===== config.mk =====
export PLATFORM = sky130hd
export DESIGN_NAME = fpstc_core
export DESIGN_NICKNAME = d
export VERILOG_FILES = /design/src/hdl/fpstc_pkg.sv /design/src/hdl/fpstc_core.sv
export SDC_FILE = /design/constraint.sdc
export NUM_CORES = 1
export LEC_CHECK = 0
export BUFFER_PORTS_ARGS = -buffer_cell sky130_fd_sc_hd__buf_2
export CAP_MARGIN = 25
export CORE_MARGIN = 2
export CORE_UTILIZATION = 42
export DETAILED_ROUTE_END_ITERATION = 12
export PLACE_DENSITY = 0.86
export SLEW_MARGIN = 20
export SYNTH_ARGS = -nofsm -noshare
export SYNTH_HDL_FRONTEND = slang
export SYNTH_SLANG_ARGS = --single-unit

===== constraint.sdc =====
create_clock -name ref_clk -period 6.1 [get_ports ref_clk]
set_input_delay 1.22 -clock ref_clk [delete_from_list [all_inputs] [get_ports ref_clk]]
set_output_delay 1.22 -clock ref_clk [all_outputs]
set_load 0.01 [all_outputs]

===== src/hdl/fpstc_pkg.sv =====
/*
 fpstc_pkg: field positions, codes and limits of the floating-point state register.
 assumes: used by fpstc_core only through fpstc_pkg::name.
*/
package fpstc_pkg;
   // ---------------------------------------------------------------
   // field positions of the 64-bit state register
   // ---------------------------------------------------------------
   localparam int RD_LSB = 30;
   localparam int TEM_LSB = 23;
   localparam int NS_BIT = 22;
   localparam int VER_LSB = 17;
   localparam int FTT_LSB = 14;
   localparam int QNE_BIT = 13;
   localparam int FCC0_LSB = 10;
   localparam int AEXC_LSB = 5;
   localparam int CEXC_LSB = 0;
   localparam int FCC1_LSB = 32;
   localparam int EXC_W = 5;
   // ---------------------------------------------------------------
   // trap-type codes
   // ---------------------------------------------------------------
   localparam logic [2:0] FTT_NONE = 3'h0;
   localparam logic [2:0] FTT_IEEE = 3'h1;
   localparam logic [2:0] FTT_UNFINISHED = 3'h2;
   localparam logic [2:0] FTT_UNIMPLEMENTED = 3'h3;
   localparam logic [2:0] FTT_FIRST_ILLEGAL = 3'h4;
   // version 7 means no hardware unit at all
   localparam logic [2:0] VER_NO_FPU = 3'h7;
   // ---------------------------------------------------------------
   // rounding directions
   // ---------------------------------------------------------------
   localparam logic [1:0] RND_NEAREST = 2'h0;
   localparam logic [1:0] RND_ZERO = 2'h1;
   localparam logic [1:0] RND_PLUS_INF = 2'h2;
   localparam logic [1:0] RND_MINUS_INF = 2'h3;
   // ---------------------------------------------------------------
   // exponent limits for unfinished-operation detection
   // ---------------------------------------------------------------
   localparam int EXP_W = 13;
   localparam logic signed [EXP_W-1:0] EXP_D2S_LO = -13'sd25;
   localparam logic signed [EXP_W-1:0] EXP_UNF_HI = 13'sd1;
   // operation classes from the issue stage
   typedef enum logic [2:0] {
      FOP_OTHER, FOP_ADDSUB, FOP_D2S, FOP_S2D, FOP_QUAD, FOP_CMP
   } fpstc_op_t;
endpackage : fpstc_pkg


===== src/hdl/fpstc_core.sv =====
/*
 fpstc_core: floating-point state register with rounding and flush control,
 trap-type tracking, accrued/current exception update and unfinished detection.
 assumes: pipeline inputs are on ref_clk; at most one of op, load, store per cycle
 is intended, op wins over load, an op's trap wins over a store's clear.
*/
`timescale 1ns/10ps
`default_nettype none
// What this block does
// - rounding field codes 0 nearest-even, 1 toward zero, 2 plus, 3 minus infinity.
// - interval mode set means graphics rounding field replaces state rounding field.
// - bits 27..23 enable traps per exception; any enabled raised exception traps.
// - nonstandard mode flushes subnormal source operands to signed zero, no exception.
// - nonstandard mode flushes subnormal results to signed zero silently here.
// - interval mode set makes the nonstandard bit act as cleared.
// - bits 19..17 hold fixed version; loads never change it.
// - version 7 only when no hardware unit exists.
// - trap cause written into bits 16..14, held until store or operate.
// - 32- and 64-bit loads leave trap type untouched.
// - completed store clears trap type; failed store leaves it.
// - a non-trapping operate clears trap type.
// - codes 0 none, 1 IEEE, 2 unfinished, 3 unimplemented; 7 reserved.
// - codes 4, 5 and 6 are never produced.
// - any trap leaves accrued exceptions unchanged.
// - trap keeps current exceptions, IEEE trap sets only the trapping bit.
// - trapping operation writes no destination; sources stay as they were.
// - trapping operation leaves all four condition-code fields unchanged.
// - double-to-single traps unfinished when -25 < result exponent < 1.
// - single-to-double traps unfinished on a denormal operand.
// - add/subtract traps unfinished on denormal operands or result exponent below 1.
// - without other trap, enabled current exceptions trap, else accrue into aexc.
// - every quad operate traps unimplemented, current exceptions unchanged.
module fpstc_core #(
   parameter logic [2:0] FP_VERSION = 3'h0 // arbitrary value, never VER_NO_FPU
) (
   input wire logic ref_clk,
   input wire logic rst_n,
   input wire logic op_valid,
   input wire fpstc_pkg::fpstc_op_t op_class,
   input wire logic [4:0] op_cexc,
   input wire logic src1_denorm,
   input wire logic src1_normal,
   input wire logic src2_denorm,
   input wire logic src2_normal,
   input wire logic signed [12:0] res_exp,
   input wire logic [1:0] cmp_sel,
   input wire logic [1:0] cmp_value,
   input wire logic state_load_32,
   input wire logic state_load_64,
   input wire logic [63:0] load_data,
   input wire logic state_store_ok,
   input wire logic interval_mode_bit,
   input wire logic [1:0] graphics_rounding_field,
   output logic [63:0] state_read_data,
   output logic [1:0] round_mode,
   output logic flush_zero,
   output logic trap_ieee,
   output logic trap_other,
   output logic result_commit
);
   // ---------------------------------------------------------------
   // state
   // ---------------------------------------------------------------
   typedef struct packed {
      logic [1:0] rd;
      logic [4:0] trap_enable_mask;
      logic ns;
      logic [2:0] ftt;
      logic [7:0] fcc;
      logic [4:0] aexc;
      logic [4:0] cexc;
      logic [1:0] rnd_out;
      logic flush_out;
      logic trap_ieee;
      logic trap_other;
      logic commit;
      logic [63:0] rdata;
   } fpstc_state_t;

   fpstc_state_t state_reg;
   fpstc_state_t state_next;
   logic ns_eff;
   logic unfinished;
   logic [4:0] ieee_hit;
   logic [4:0] ieee_bit;

   // highest-numbered enabled exception gets the single cexc bit
   function automatic logic [4:0] pick_one(input logic [4:0] hits);
      logic [4:0] r;
      r = 5'h00;
      for (int i = 0; i < fpstc_pkg::EXC_W; i++) begin
         if (hits[i]) begin
            r = 5'h00;
            r[i] = 1'b1;
         end
      end
      return r;
   endfunction : pick_one

   // assemble the software-visible register image
   function automatic logic [63:0] image(input fpstc_state_t s);
      logic [63:0] v;
      v = 64'h0; // reserved bits and queue-not-empty read zero
      v[fpstc_pkg::RD_LSB +: 2] = s.rd;
      v[fpstc_pkg::TEM_LSB +: 5] = s.trap_enable_mask;
      v[fpstc_pkg::NS_BIT] = s.ns;
      v[fpstc_pkg::VER_LSB +: 3] = FP_VERSION;
      v[fpstc_pkg::FTT_LSB +: 3] = s.ftt;
      v[fpstc_pkg::FCC0_LSB +: 2] = s.fcc[1:0];
      v[fpstc_pkg::FCC1_LSB +: 6] = s.fcc[7:2];
      v[fpstc_pkg::AEXC_LSB +: 5] = s.aexc;
      v[fpstc_pkg::CEXC_LSB +: 5] = s.cexc;
      return v;
   endfunction : image

   // ---------------------------------------------------------------
   // operation decode
   // ---------------------------------------------------------------
   // interval mode overrides nonstandard mode
   assign ns_eff = state_reg.ns & ~interval_mode_bit;
   assign ieee_hit = op_cexc & state_reg.trap_enable_mask;
   assign ieee_bit = pick_one(ieee_hit);

   // unfinished detection; flushed operands and results never reach it
   always_comb begin
      unfinished = 1'b0;
      unique case (op_class)
         fpstc_pkg::FOP_D2S: unfinished = ~ns_eff & (res_exp > fpstc_pkg::EXP_D2S_LO)
            & (res_exp < fpstc_pkg::EXP_UNF_HI);
         fpstc_pkg::FOP_S2D: unfinished = ~ns_eff & src1_denorm;
         fpstc_pkg::FOP_ADDSUB: unfinished = ~ns_eff & ((src1_denorm & src2_denorm)
            | (src1_denorm & src2_normal) | (src2_denorm & src1_normal)
            | (res_exp < fpstc_pkg::EXP_UNF_HI));
         default: unfinished = 1'b0;
      endcase
   end

   // ---------------------------------------------------------------
   // next state
   // ---------------------------------------------------------------
   always_comb begin
      state_next = state_reg;
      state_next.trap_ieee = 1'b0;
      state_next.trap_other = 1'b0;
      state_next.commit = 1'b0;
      if (op_valid) begin
         if (op_class == fpstc_pkg::FOP_QUAD) begin
            state_next.ftt = fpstc_pkg::FTT_UNIMPLEMENTED;
            state_next.trap_other = 1'b1;
         end else if (unfinished) begin
            state_next.ftt = fpstc_pkg::FTT_UNFINISHED;
            state_next.trap_other = 1'b1;
         end else if (|ieee_hit) begin
            state_next.ftt = fpstc_pkg::FTT_IEEE;
            state_next.cexc = state_reg.cexc | ieee_bit;
            state_next.trap_ieee = 1'b1;
         end else begin
            state_next.ftt = fpstc_pkg::FTT_NONE;
            state_next.cexc = op_cexc;
            state_next.aexc = state_reg.aexc | op_cexc;
            state_next.commit = 1'b1;
            if (op_class == fpstc_pkg::FOP_CMP) begin
               state_next.fcc[cmp_sel*2 +: 2] = cmp_value;
            end
         end
      end else if (state_load_32 || state_load_64) begin
         // loads never touch ftt or version
         state_next.rd = load_data[fpstc_pkg::RD_LSB +: 2];
         state_next.trap_enable_mask = load_data[fpstc_pkg::TEM_LSB +: 5];
         state_next.ns = load_data[fpstc_pkg::NS_BIT];
         state_next.fcc[1:0] = load_data[fpstc_pkg::FCC0_LSB +: 2];
         state_next.aexc = load_data[fpstc_pkg::AEXC_LSB +: 5];
         state_next.cexc = load_data[fpstc_pkg::CEXC_LSB +: 5];
         if (state_load_64) begin
            state_next.fcc[7:2] = load_data[fpstc_pkg::FCC1_LSB +: 6];
         end
      end
      // a completed store clears ftt; a same-cycle trap wins
      if (state_store_ok && !op_valid) begin
         state_next.ftt = fpstc_pkg::FTT_NONE;
      end
      // effective rounding and flush controls for the datapath
      state_next.rnd_out = interval_mode_bit ? graphics_rounding_field
         : state_reg.rd;
      state_next.flush_out = ns_eff;
      state_next.rdata = image(state_next);
   end

   // ---------------------------------------------------------------
   // registers
   // ---------------------------------------------------------------
   always_ff @(posedge ref_clk or negedge rst_n) begin
      if (!rst_n) begin
         state_reg <= '0;
      end else begin
         state_reg <= state_next;
      end
   end

   assign state_read_data = state_reg.rdata;
   assign round_mode = state_reg.rnd_out;
   assign flush_zero = state_reg.flush_out;
   assign trap_ieee = state_reg.trap_ieee;
   assign trap_other = state_reg.trap_other;
   assign result_commit = state_reg.commit;
endmodule : fpstc_core
`default_nettype wire


==> results.yml, run 1 <==
run:
  drv_cap: 0
setup_path:
  reg2reg_depth: 6
  arrival_ps: 3470
  start_kind: "input pin"
  worstReg2RegStart: "state_reg[94]"
  crit_type: "in2reg"
  crit_required_ps: 6270
  r2r_setup_slack_ps: 3450
  end_kind: "flop"
  crit_fanout: 15
  rr_endpoint: "state_read_data[37]"
die:
  initial_core_util: 0.440
  die_area_mm2: 0.00556
  core_area_mm2: 0.00475
  io_pins: 172
  rows: 25
  die_x_um: 74.6
  die_h_um: 74.6
power:
  powerDensity_mw_per_mm2: 235
  power_uw: 610
  p_leak_uw: 0.00140
  max-vdd-ir-drop_uv: 145
min_path:
  worstHoldStart: "state_reg[89]"
  min_to: "state_reg[89]"
  hold_depth: 1
  min_path_type: "reg2reg"
cts:
  clockBufferDepth: 2
  cts_sinks: 34
  holdBufCountCts: 0
  clockRootBuffer: "clkbuf_8"
  clock_insertion_delay_worst_skew_ps: 280
  cts.reportedPaths.clkPinSlew_ps: 70
  cts-buffers-inserted: 5
  cts.htree.levels: 2
  cts_setup_buffers: 0
  cts_resized: 0
  cts_tree: "done"
global_route:
  grt_use_total: 0.188
  top_usage_layer: "met2"
  use_met3: 0.0596
  grt_antenna_before_repair: 0
  met2_usage: 0.310
  met1_usage: 0.234
  grt_start_max_net_pins: 35
  grt_pass1_vias: 1802
  grt_first_pass_wirelength_mm: 8.00
  overflow: 0
timing:
  max_freq_mhz: 304
  skew_ps: 4.40
  rsz0062_at_grt: "no"
  finalSetupViolCount: 0
  finalSetupTns_ps: 0
  timing.final.crit_share: 0.540
  relSlewSlack: 0.505
  maxSlewViolCount: 0
  finalHoldViolCount: 0
  tightest_slew_ps: 742
  fin_crit_ps: 3290
logic_synthesis:
  async_flop_share: 1.00
  syn_inst: 236
  synth_area_mm2: 0.00209
  synth_ff_type: "dfrtp_1"
  yosysWarnings: 0
  synth.ff_latch_count: 34
  avgSynthCellArea_um2: 8.86
  synth_edf_count: 0
  ys_seq_area_frac: 0.407
  synth_cell_types: 41
final_layout:
  n_fill_cell: 459
  largest_reg_flops: 22
  antenna_cells: 0
  seq_area_um2: 851
  fin_nets: 440
  finish.instance_area_mm2: 0.00260
  final_cells: 402
  drive_above_1_share: 0.334
  multi_input_area_mm2: 0.00104
  area_growth_pct: 24.4
placed_design:
  dpl_cell_area_mm2: 0.00250
  post-place-cells: 394
  dpl.hpwl_mm: 4.09
  place_congestion: 0.820
  io_buffers: 97
route:
  wl_per_cell_um: 12.8
  first_pass_iters: 4
  postRouteAntennaNets: 0
  vias_per_cell: 4.89
  wirelength_mm: 5.15
  drcViolationCount: 0
  vias: 1966
  drt_iter0_drc: 51
outcome:
  status: "finished clean"
## metrics by stage
step | util | hold WS [ps] | setup WS (ps)
final | 0.547 | 480 | 2810
after global routing | 0.547 | 513 | 2560
after CTS | 0.546 | 489 | 2790
after detailed placement | 0.527 | 473 | 2490
after global placement | 0.527 | 458 | 2590
after floorplan | - | 513 | 3320
## cell type report
type / instances / share of cell area
clock inverters: 1 / 0.00192
repair buffers: 98 / 0.190
flip-flops and latches: 34 / 0.327
clock buffers: 7 / 0.0332
well taps: 67 / 0.0322
multi-input cells: 184 / 0.400
inverters: 11 / 0.0159
## critical path, cell delays in order
cell      delay, ps
buf_2           130
a222oi_1        550
nand3_1         580
nor2_1          420
nand2_1         110
and3_1          180
a221o_1         260
## synth_stat cells, types with 5 or more instances
library cell | number | area, µm²
buf_4 | 36 | 270
o31ai_1 | 5 | 37.5
dfrtp_1 | 34 | 851
nand2_1 | 41 | 154
inv_1 | 11 | 41.3
a221o_1 | 10 | 100
clkbuf_1 | 5 | 18.8
nand4_1 | 5 | 31.3
a21oi_1 | 5 | 25.0
o21a_1 | 7 | 52.6
o21ai_0 | 6 | 30.0
and3_1 | 7 | 43.8
nor2_1 | 19 | 71.3
nor4_1 | 5 | 31.3
## how the worst max path moves through the flow
stage | cells past startpoint | startpoint | slack, ps | to
6_report | 7 | op_cexc[2] | 2810 | state_read_data[37]
5_1_grt | 7 | op_cexc[2] | 2560 | state_read_data[37]
4_1_cts | 7 | op_cexc[2] | 2790 | state_read_data[37]
3_5_place_dp | 7 | op_cexc[2] | 2490 | state_read_data[37]
3_3_place_gp | 7 | op_cexc[2] | 2590 | state_reg[82]
2_1_floorplan | 7 | res_exp[9] | 3320 | state_reg[70]
## cell usage in the layout (no fill, tap or decap), drive strengths merged, types with 2 or more instances in the layout
cell and count:
o21a 7, o21ai 8, dfrtp 34, nand4 6
nand2 41, nor4 5, clkbuf 7, nor3 2
mux2 2, nor2 19, inv 11, conb 36
nor2b 2, o31ai 5, buf 98, ha 4
a21oi 5, a22oi 3, a221o 10, and3 7
nand3 4, nand2b 2
## kinds of logic after synthesis
group,synth area share
multiplexers,0.0108
flip-flops,0.407
AO/OA/AOI/OAI,0.177
adder cells (fa/ha/maj),0.0239
AND/OR/NAND/NOR,0.219
buffers and inverters,0.160
other,0.00179
## power breakdown
part           switching (µW)  internal, µW  total (µW)  leakage, µW
clock                    81.7          91.1         173    0.0000482
sequential               17.8           254         272     0.000414
combinational            94.6          70.0         165     0.000938
## layer usage
metal,share of wire,vias up
li1,-,956
met1,0.42,910
met2,0.48,91
met3,0.077,9
met4,0.015,0
met5,0,-
(Power assumes the default switching activity.)
==> run 2, diff against run 1 <==
Settings changed: CORE_UTILIZATION 42 to 39, PLACE_DENSITY 0.86 to 0.81.
Clock period 6.1 ns to 3.2 ns, I/O delays scaled along.
==> results.yml, run 2 (synthesis gave the netlist of run 1 again) <==
global_route:
  grt_use_total: 0.177
  overflow: 0
  grt_first_pass_wirelength_mm: 8.50
  grt_pass1_vias: 1892
  grt_antenna_before_repair: 0
  grt_start_max_net_pins: 35
power:
  p_leak_uw: 0.00141
  max-vdd-ir-drop_uv: 204
  powerDensity_mw_per_mm2: 443
  power_uw: 1160
cts:
  cts_resized: 0
  holdBufCountCts: 0
  cts_tree: "done"
  clockRootBuffer: "clkbuf_8"
  clock_insertion_delay_worst_skew_ps: 280
  cts-buffers-inserted: 5
  cts.reportedPaths.clkPinSlew_ps: 70
  cts.htree.levels: 2
  cts_sinks: 34
  clockBufferDepth: 2
  cts_setup_buffers: 0
route:
  vias: 1934
  first_pass_iters: 4
  wirelength_mm: 5.00
  vias_per_cell: 4.75
  wl_per_cell_um: 12.3
  drcViolationCount: 0
  postRouteAntennaNets: 0
  drt_iter0_drc: 45
final_layout:
  area_growth_pct: 25.3
  final_cell_mix: "97 x buf_2, 41 x nand2_1, 36 x conb_1, 34 x dfrtp_1, 19 x nor2_1"
  multi_input_area_mm2: 0.00104
  finish.instance_area_mm2: 0.00262
  largest_reg_flops: 22
  seq_area_um2: 851
  n_fill_cell: 519
  antenna_cells: 0
  drive_above_1_share: 0.338
  final_common_cell: "buf_2"
  utilization: 0.509
  fin_nets: 442
placed_design:
  dpl_cell_area_mm2: 0.00252
  io_buffers: 97
  dpl.hpwl_mm: 4.04
  place_congestion: 0.779
timing:
  finalSetupTns_ps: 0
  maxSlewViolCount: 0
  max_freq_mhz: 425
  finalSetupViolCount: 0
  skew_ps: 3.70
  fin_crit_ps: 2360
  relSlewSlack: 0.508
  rsz0062_at_grt: "no"
  tightest_slew_ps: 738
  timing.final.crit_share: 0.736
  hold_ws_ps: 419
  finalHoldViolCount: 0
run:
  drv_cap: 0
setup_path:
  end_kind: "flop"
  crit_type: "in2reg"
  arrival_ps: 2520
  crit_fanout: 5
  start_kind: "input pin"
  crit_required_ps: 3360
die:
  die_area_mm2: 0.00596
  die_x_um: 77.2
  core_area_mm2: 0.00514
  initial_core_util: 0.407
  rows: 26
  io_pins: 172
  die_h_um: 77.2
min_path:
  min_path_type: "in2async"
outcome:
  status: "finished clean"
## run 2: cell type report
type / count / area share
Tap cell: 70 / 0.0334
Clock inverter: 2 / 0.00478
Multi-Input combinational cell: 184 / 0.396
Clock buffer: 6 / 0.0315
Timing Repair Buffer: 100 / 0.194
Inverter: 11 / 0.0158
Sequential cell: 34 / 0.325
## run 2: worst paths after layout
kind | start | end | slack, ps | depth (start not counted)
worst max-delay path | op_cexc[2] | state_reg[83] | 840 | 7
worst max register to register | state_reg[94] | state_reg[83] | 930 | 6
max in group asynchronous | rst_n | state_reg[93] | 2310 | 1
min in group ref_clk | state_reg[89] | state_reg[89] | 480 | 1
worst min register to register | state_reg[89] | state_reg[89] | 480 | 1
worst min-delay path | rst_n | state_reg[81] | 420 | 1
## run 2: routing by layer
| metal | vias to the layer above | GRT usage | share of wire | wire, µm |
|---|---|---|---|---|
| met5 | - | 0 | 0 | 0 |
| met4 | 0 | 0.0536 | 0.0076 | 38 |
| met3 | 5 | 0.0482 | 0.077 | 383 |
| met2 | 80 | 0.300 | 0.48 | 2410 |
| met1 | 885 | 0.219 | 0.43 | 2170 |
| li1 | 964 | - | - | - |
## run 2: report_power, final
group / total, µW / internal, µW / leakage [µW] / switching [µW]
sequential: 521 / 485 / 0.000414 / 35.5
clock: 323 / 173 / 0.0000472 / 151
combinational: 315 / 137 / 0.000946 / 179
## run 2: critical path: stages
cell      delay (ps)
buf_2            130
a222oi_1         570
nand3_1          300
nor2_1           330
nand2_1          110
and3_1           180
a221o_1          260
## run 2: per-stage QoR
stage	cells	setup WS, ps
floorplan	271	997
CTS	407	885
finish	407	845
detailed placement	399	579
global route	407	696
global placement	399	631
==> run 3, diff against run 2 <==
Settings changed: CORE_UTILIZATION 39 to 35, PLACE_DENSITY 0.81 to 0.76.
Clock period 3.2 ns to 2.1 ns, I/O delays scaled along.
==> results.yml, run 3 (synthesis gave the netlist of run 1 again) <==
outcome:
  status: "finished clean"
global_route:
  grt_antenna_before_repair: 0
  grt_use_total: 0.171
  overflow: 0
  grt_first_pass_wirelength_mm: 8.75
  grt_start_max_net_pins: 35
  grt_pass1_vias: 1995
run:
  drv_cap: 0
final_layout:
  largest_reg_flops: 22
  final_common_cell: "buf_2"
  n_fill_cell: 577
  final_cell_mix: "97 x buf_2, 41 x nand2_1, 36 x conb_1, 34 x dfrtp_1"
  area_growth_pct: 35.3
  antenna_cells: 0
  finish.instance_area_mm2: 0.00283
  drive_above_1_share: 0.388
  fin_nets: 459
power:
  p_leak_uw: 0.00151
  max-vdd-ir-drop_uv: 271
  powerDensity_mw_per_mm2: 689
cts:
  cts_tree: "done"
  cts.reportedPaths.clkPinSlew_ps: 70
  clockBufferDepth: 2
  cts_sinks: 34
  clockRootBuffer: "clkbuf_8"
  cts.htree.levels: 2
  cts-buffers-inserted: 5
  clock_insertion_delay_worst_skew_ps: 290
  holdBufCountCts: 0
die:
  die_x_um: 81.3
  rows: 28
  initial_core_util: 0.357
  io_pins: 172
  core_area_mm2: 0.00585
  die_area_mm2: 0.00661
  die_h_um: 81.3
placed_design:
  dpl.hpwl_mm: 4.40
  dpl_cell_area_mm2: 0.00266
  io_buffers: 97
  place_ws_ps: -139
  place_congestion: 0.813
route:
  drt_iter0_drc: 67
  drcViolationCount: 0
  vias_per_cell: 4.82
  postRouteAntennaNets: 0
  first_pass_iters: 4
  wl_per_cell_um: 13.1
  vias: 2062
  wirelength_mm: 5.59
timing:
  setup_ws_ps: 151
  fin_crit_ps: 1950
  maxSlewViolCount: 0
  relSlewSlack: 0.494
  max_freq_mhz: 513
  finalHoldViolCount: 0
  skew_ps: 6.76
  timing.final.crit_share: 0.928
  finalSetupViolCount: 0
  tightest_slew_ps: 759
setup_path:
  end_kind: "flop"
  crit_required_ps: 2260
  crit_chain: "buf_2, nor4_1, nand4_1, a2111o_2, nand3_1, o311ai_0, a221o_1"
  reg2reg_depth: 7
  crit_type: "in2reg"
  rr_endpoint: "state_reg[85]"
  arrival_ps: 2110
  start_kind: "input pin"
  worstPathBufferInverterCount: 1
  r2r_setup_slack_ps: 160
  cp_top_family: "compound AO/OA/AOI/OAI gates"
  worstReg2RegStart: "state_reg[94]"
  crit_slowest_cell: "a2111o_2"
  crit_fanout: 4
  critPathMaxStageDelay_ps: 500
min_path:
  min_path_type: "in2async"
==> run 3: layout make-up <==
cell class                      count  area [µm²]  share of cell area
Sequential cell                    34         851               0.301
Clock inverter                      1        30.0              0.0106
Tap cell                           75        93.8              0.0332
Clock buffer                        6        82.6              0.0292
Timing Repair Buffer              117         652               0.230
Inverter                           11        41.3              0.0146
Multi-Input combinational cell    184        1080               0.381
==> run 3: worst reg2reg max path: cells and delay by family, from the launching register on <==
| family | cells | cell delay, ps |
|---|---|---|
| AND/OR/NAND/NOR | 4 | 670 |
| AO/OA/AOI/OAI | 2 | 620 |
| flip-flops | 1 | 400 |
| buffers and inverters | 1 | 180 |
==> run 3: routing by layer <==
metal / vias up / global-route usage / routed length, µm
met5: - / 0 / 0
met4: 0 / 0.0661 / 59
met3: 10 / 0.0400 / 399
met2: 84 / 0.303 / 2900
met1: 970 / 0.199 / 2230
li1: 998 / - / -
==> run 3: stage by stage <==
| stage | instances | power (µW) | hold WS, ps | util | setup TNS [ps] |
|---|---|---|---|---|---|
| floorplan | 271 | 1110 | 124 | - | 0 |
| global placement | 420 | 1320 | 458 | 0.455 | -430 |
| detailed placement | 420 | 1330 | 461 | 0.455 | -1020 |
| CTS | 427 | 1960 | 228 | 0.474 | 0 |
| global route | 428 | 2070 | 259 | 0.484 | -36.6 |
| finish | 428 | 1950 | 200 | 0.484 | 0 |
==> run 3: worst max-delay path by stage <==
stage,from,end,cells past startpoint
floorplan,res_exp[9],state_reg[70],7
global placement,res_exp[6],state_reg[70],7
detailed placement,res_exp[6],state_reg[70],7
CTS,state_reg[94],state_reg[86],6
global route,state_reg[94],state_reg[85],7
finish,res_exp[6],state_reg[70],7
==> run 3: where the power goes <==
group	leakage (µW)	internal, µW	switching (µW)
Sequential	0.000414	739	49.8
Combinational	0.00104	246	297
Clock	0.0000573	380	239
==> run 3: repair_timing <==
item	4_1_cts	5_1_grt
hold endpoints to repair	0	0
buffers inserted	0	1
gates resized for setup	0	9
endpoints found under the setup margin	0	7
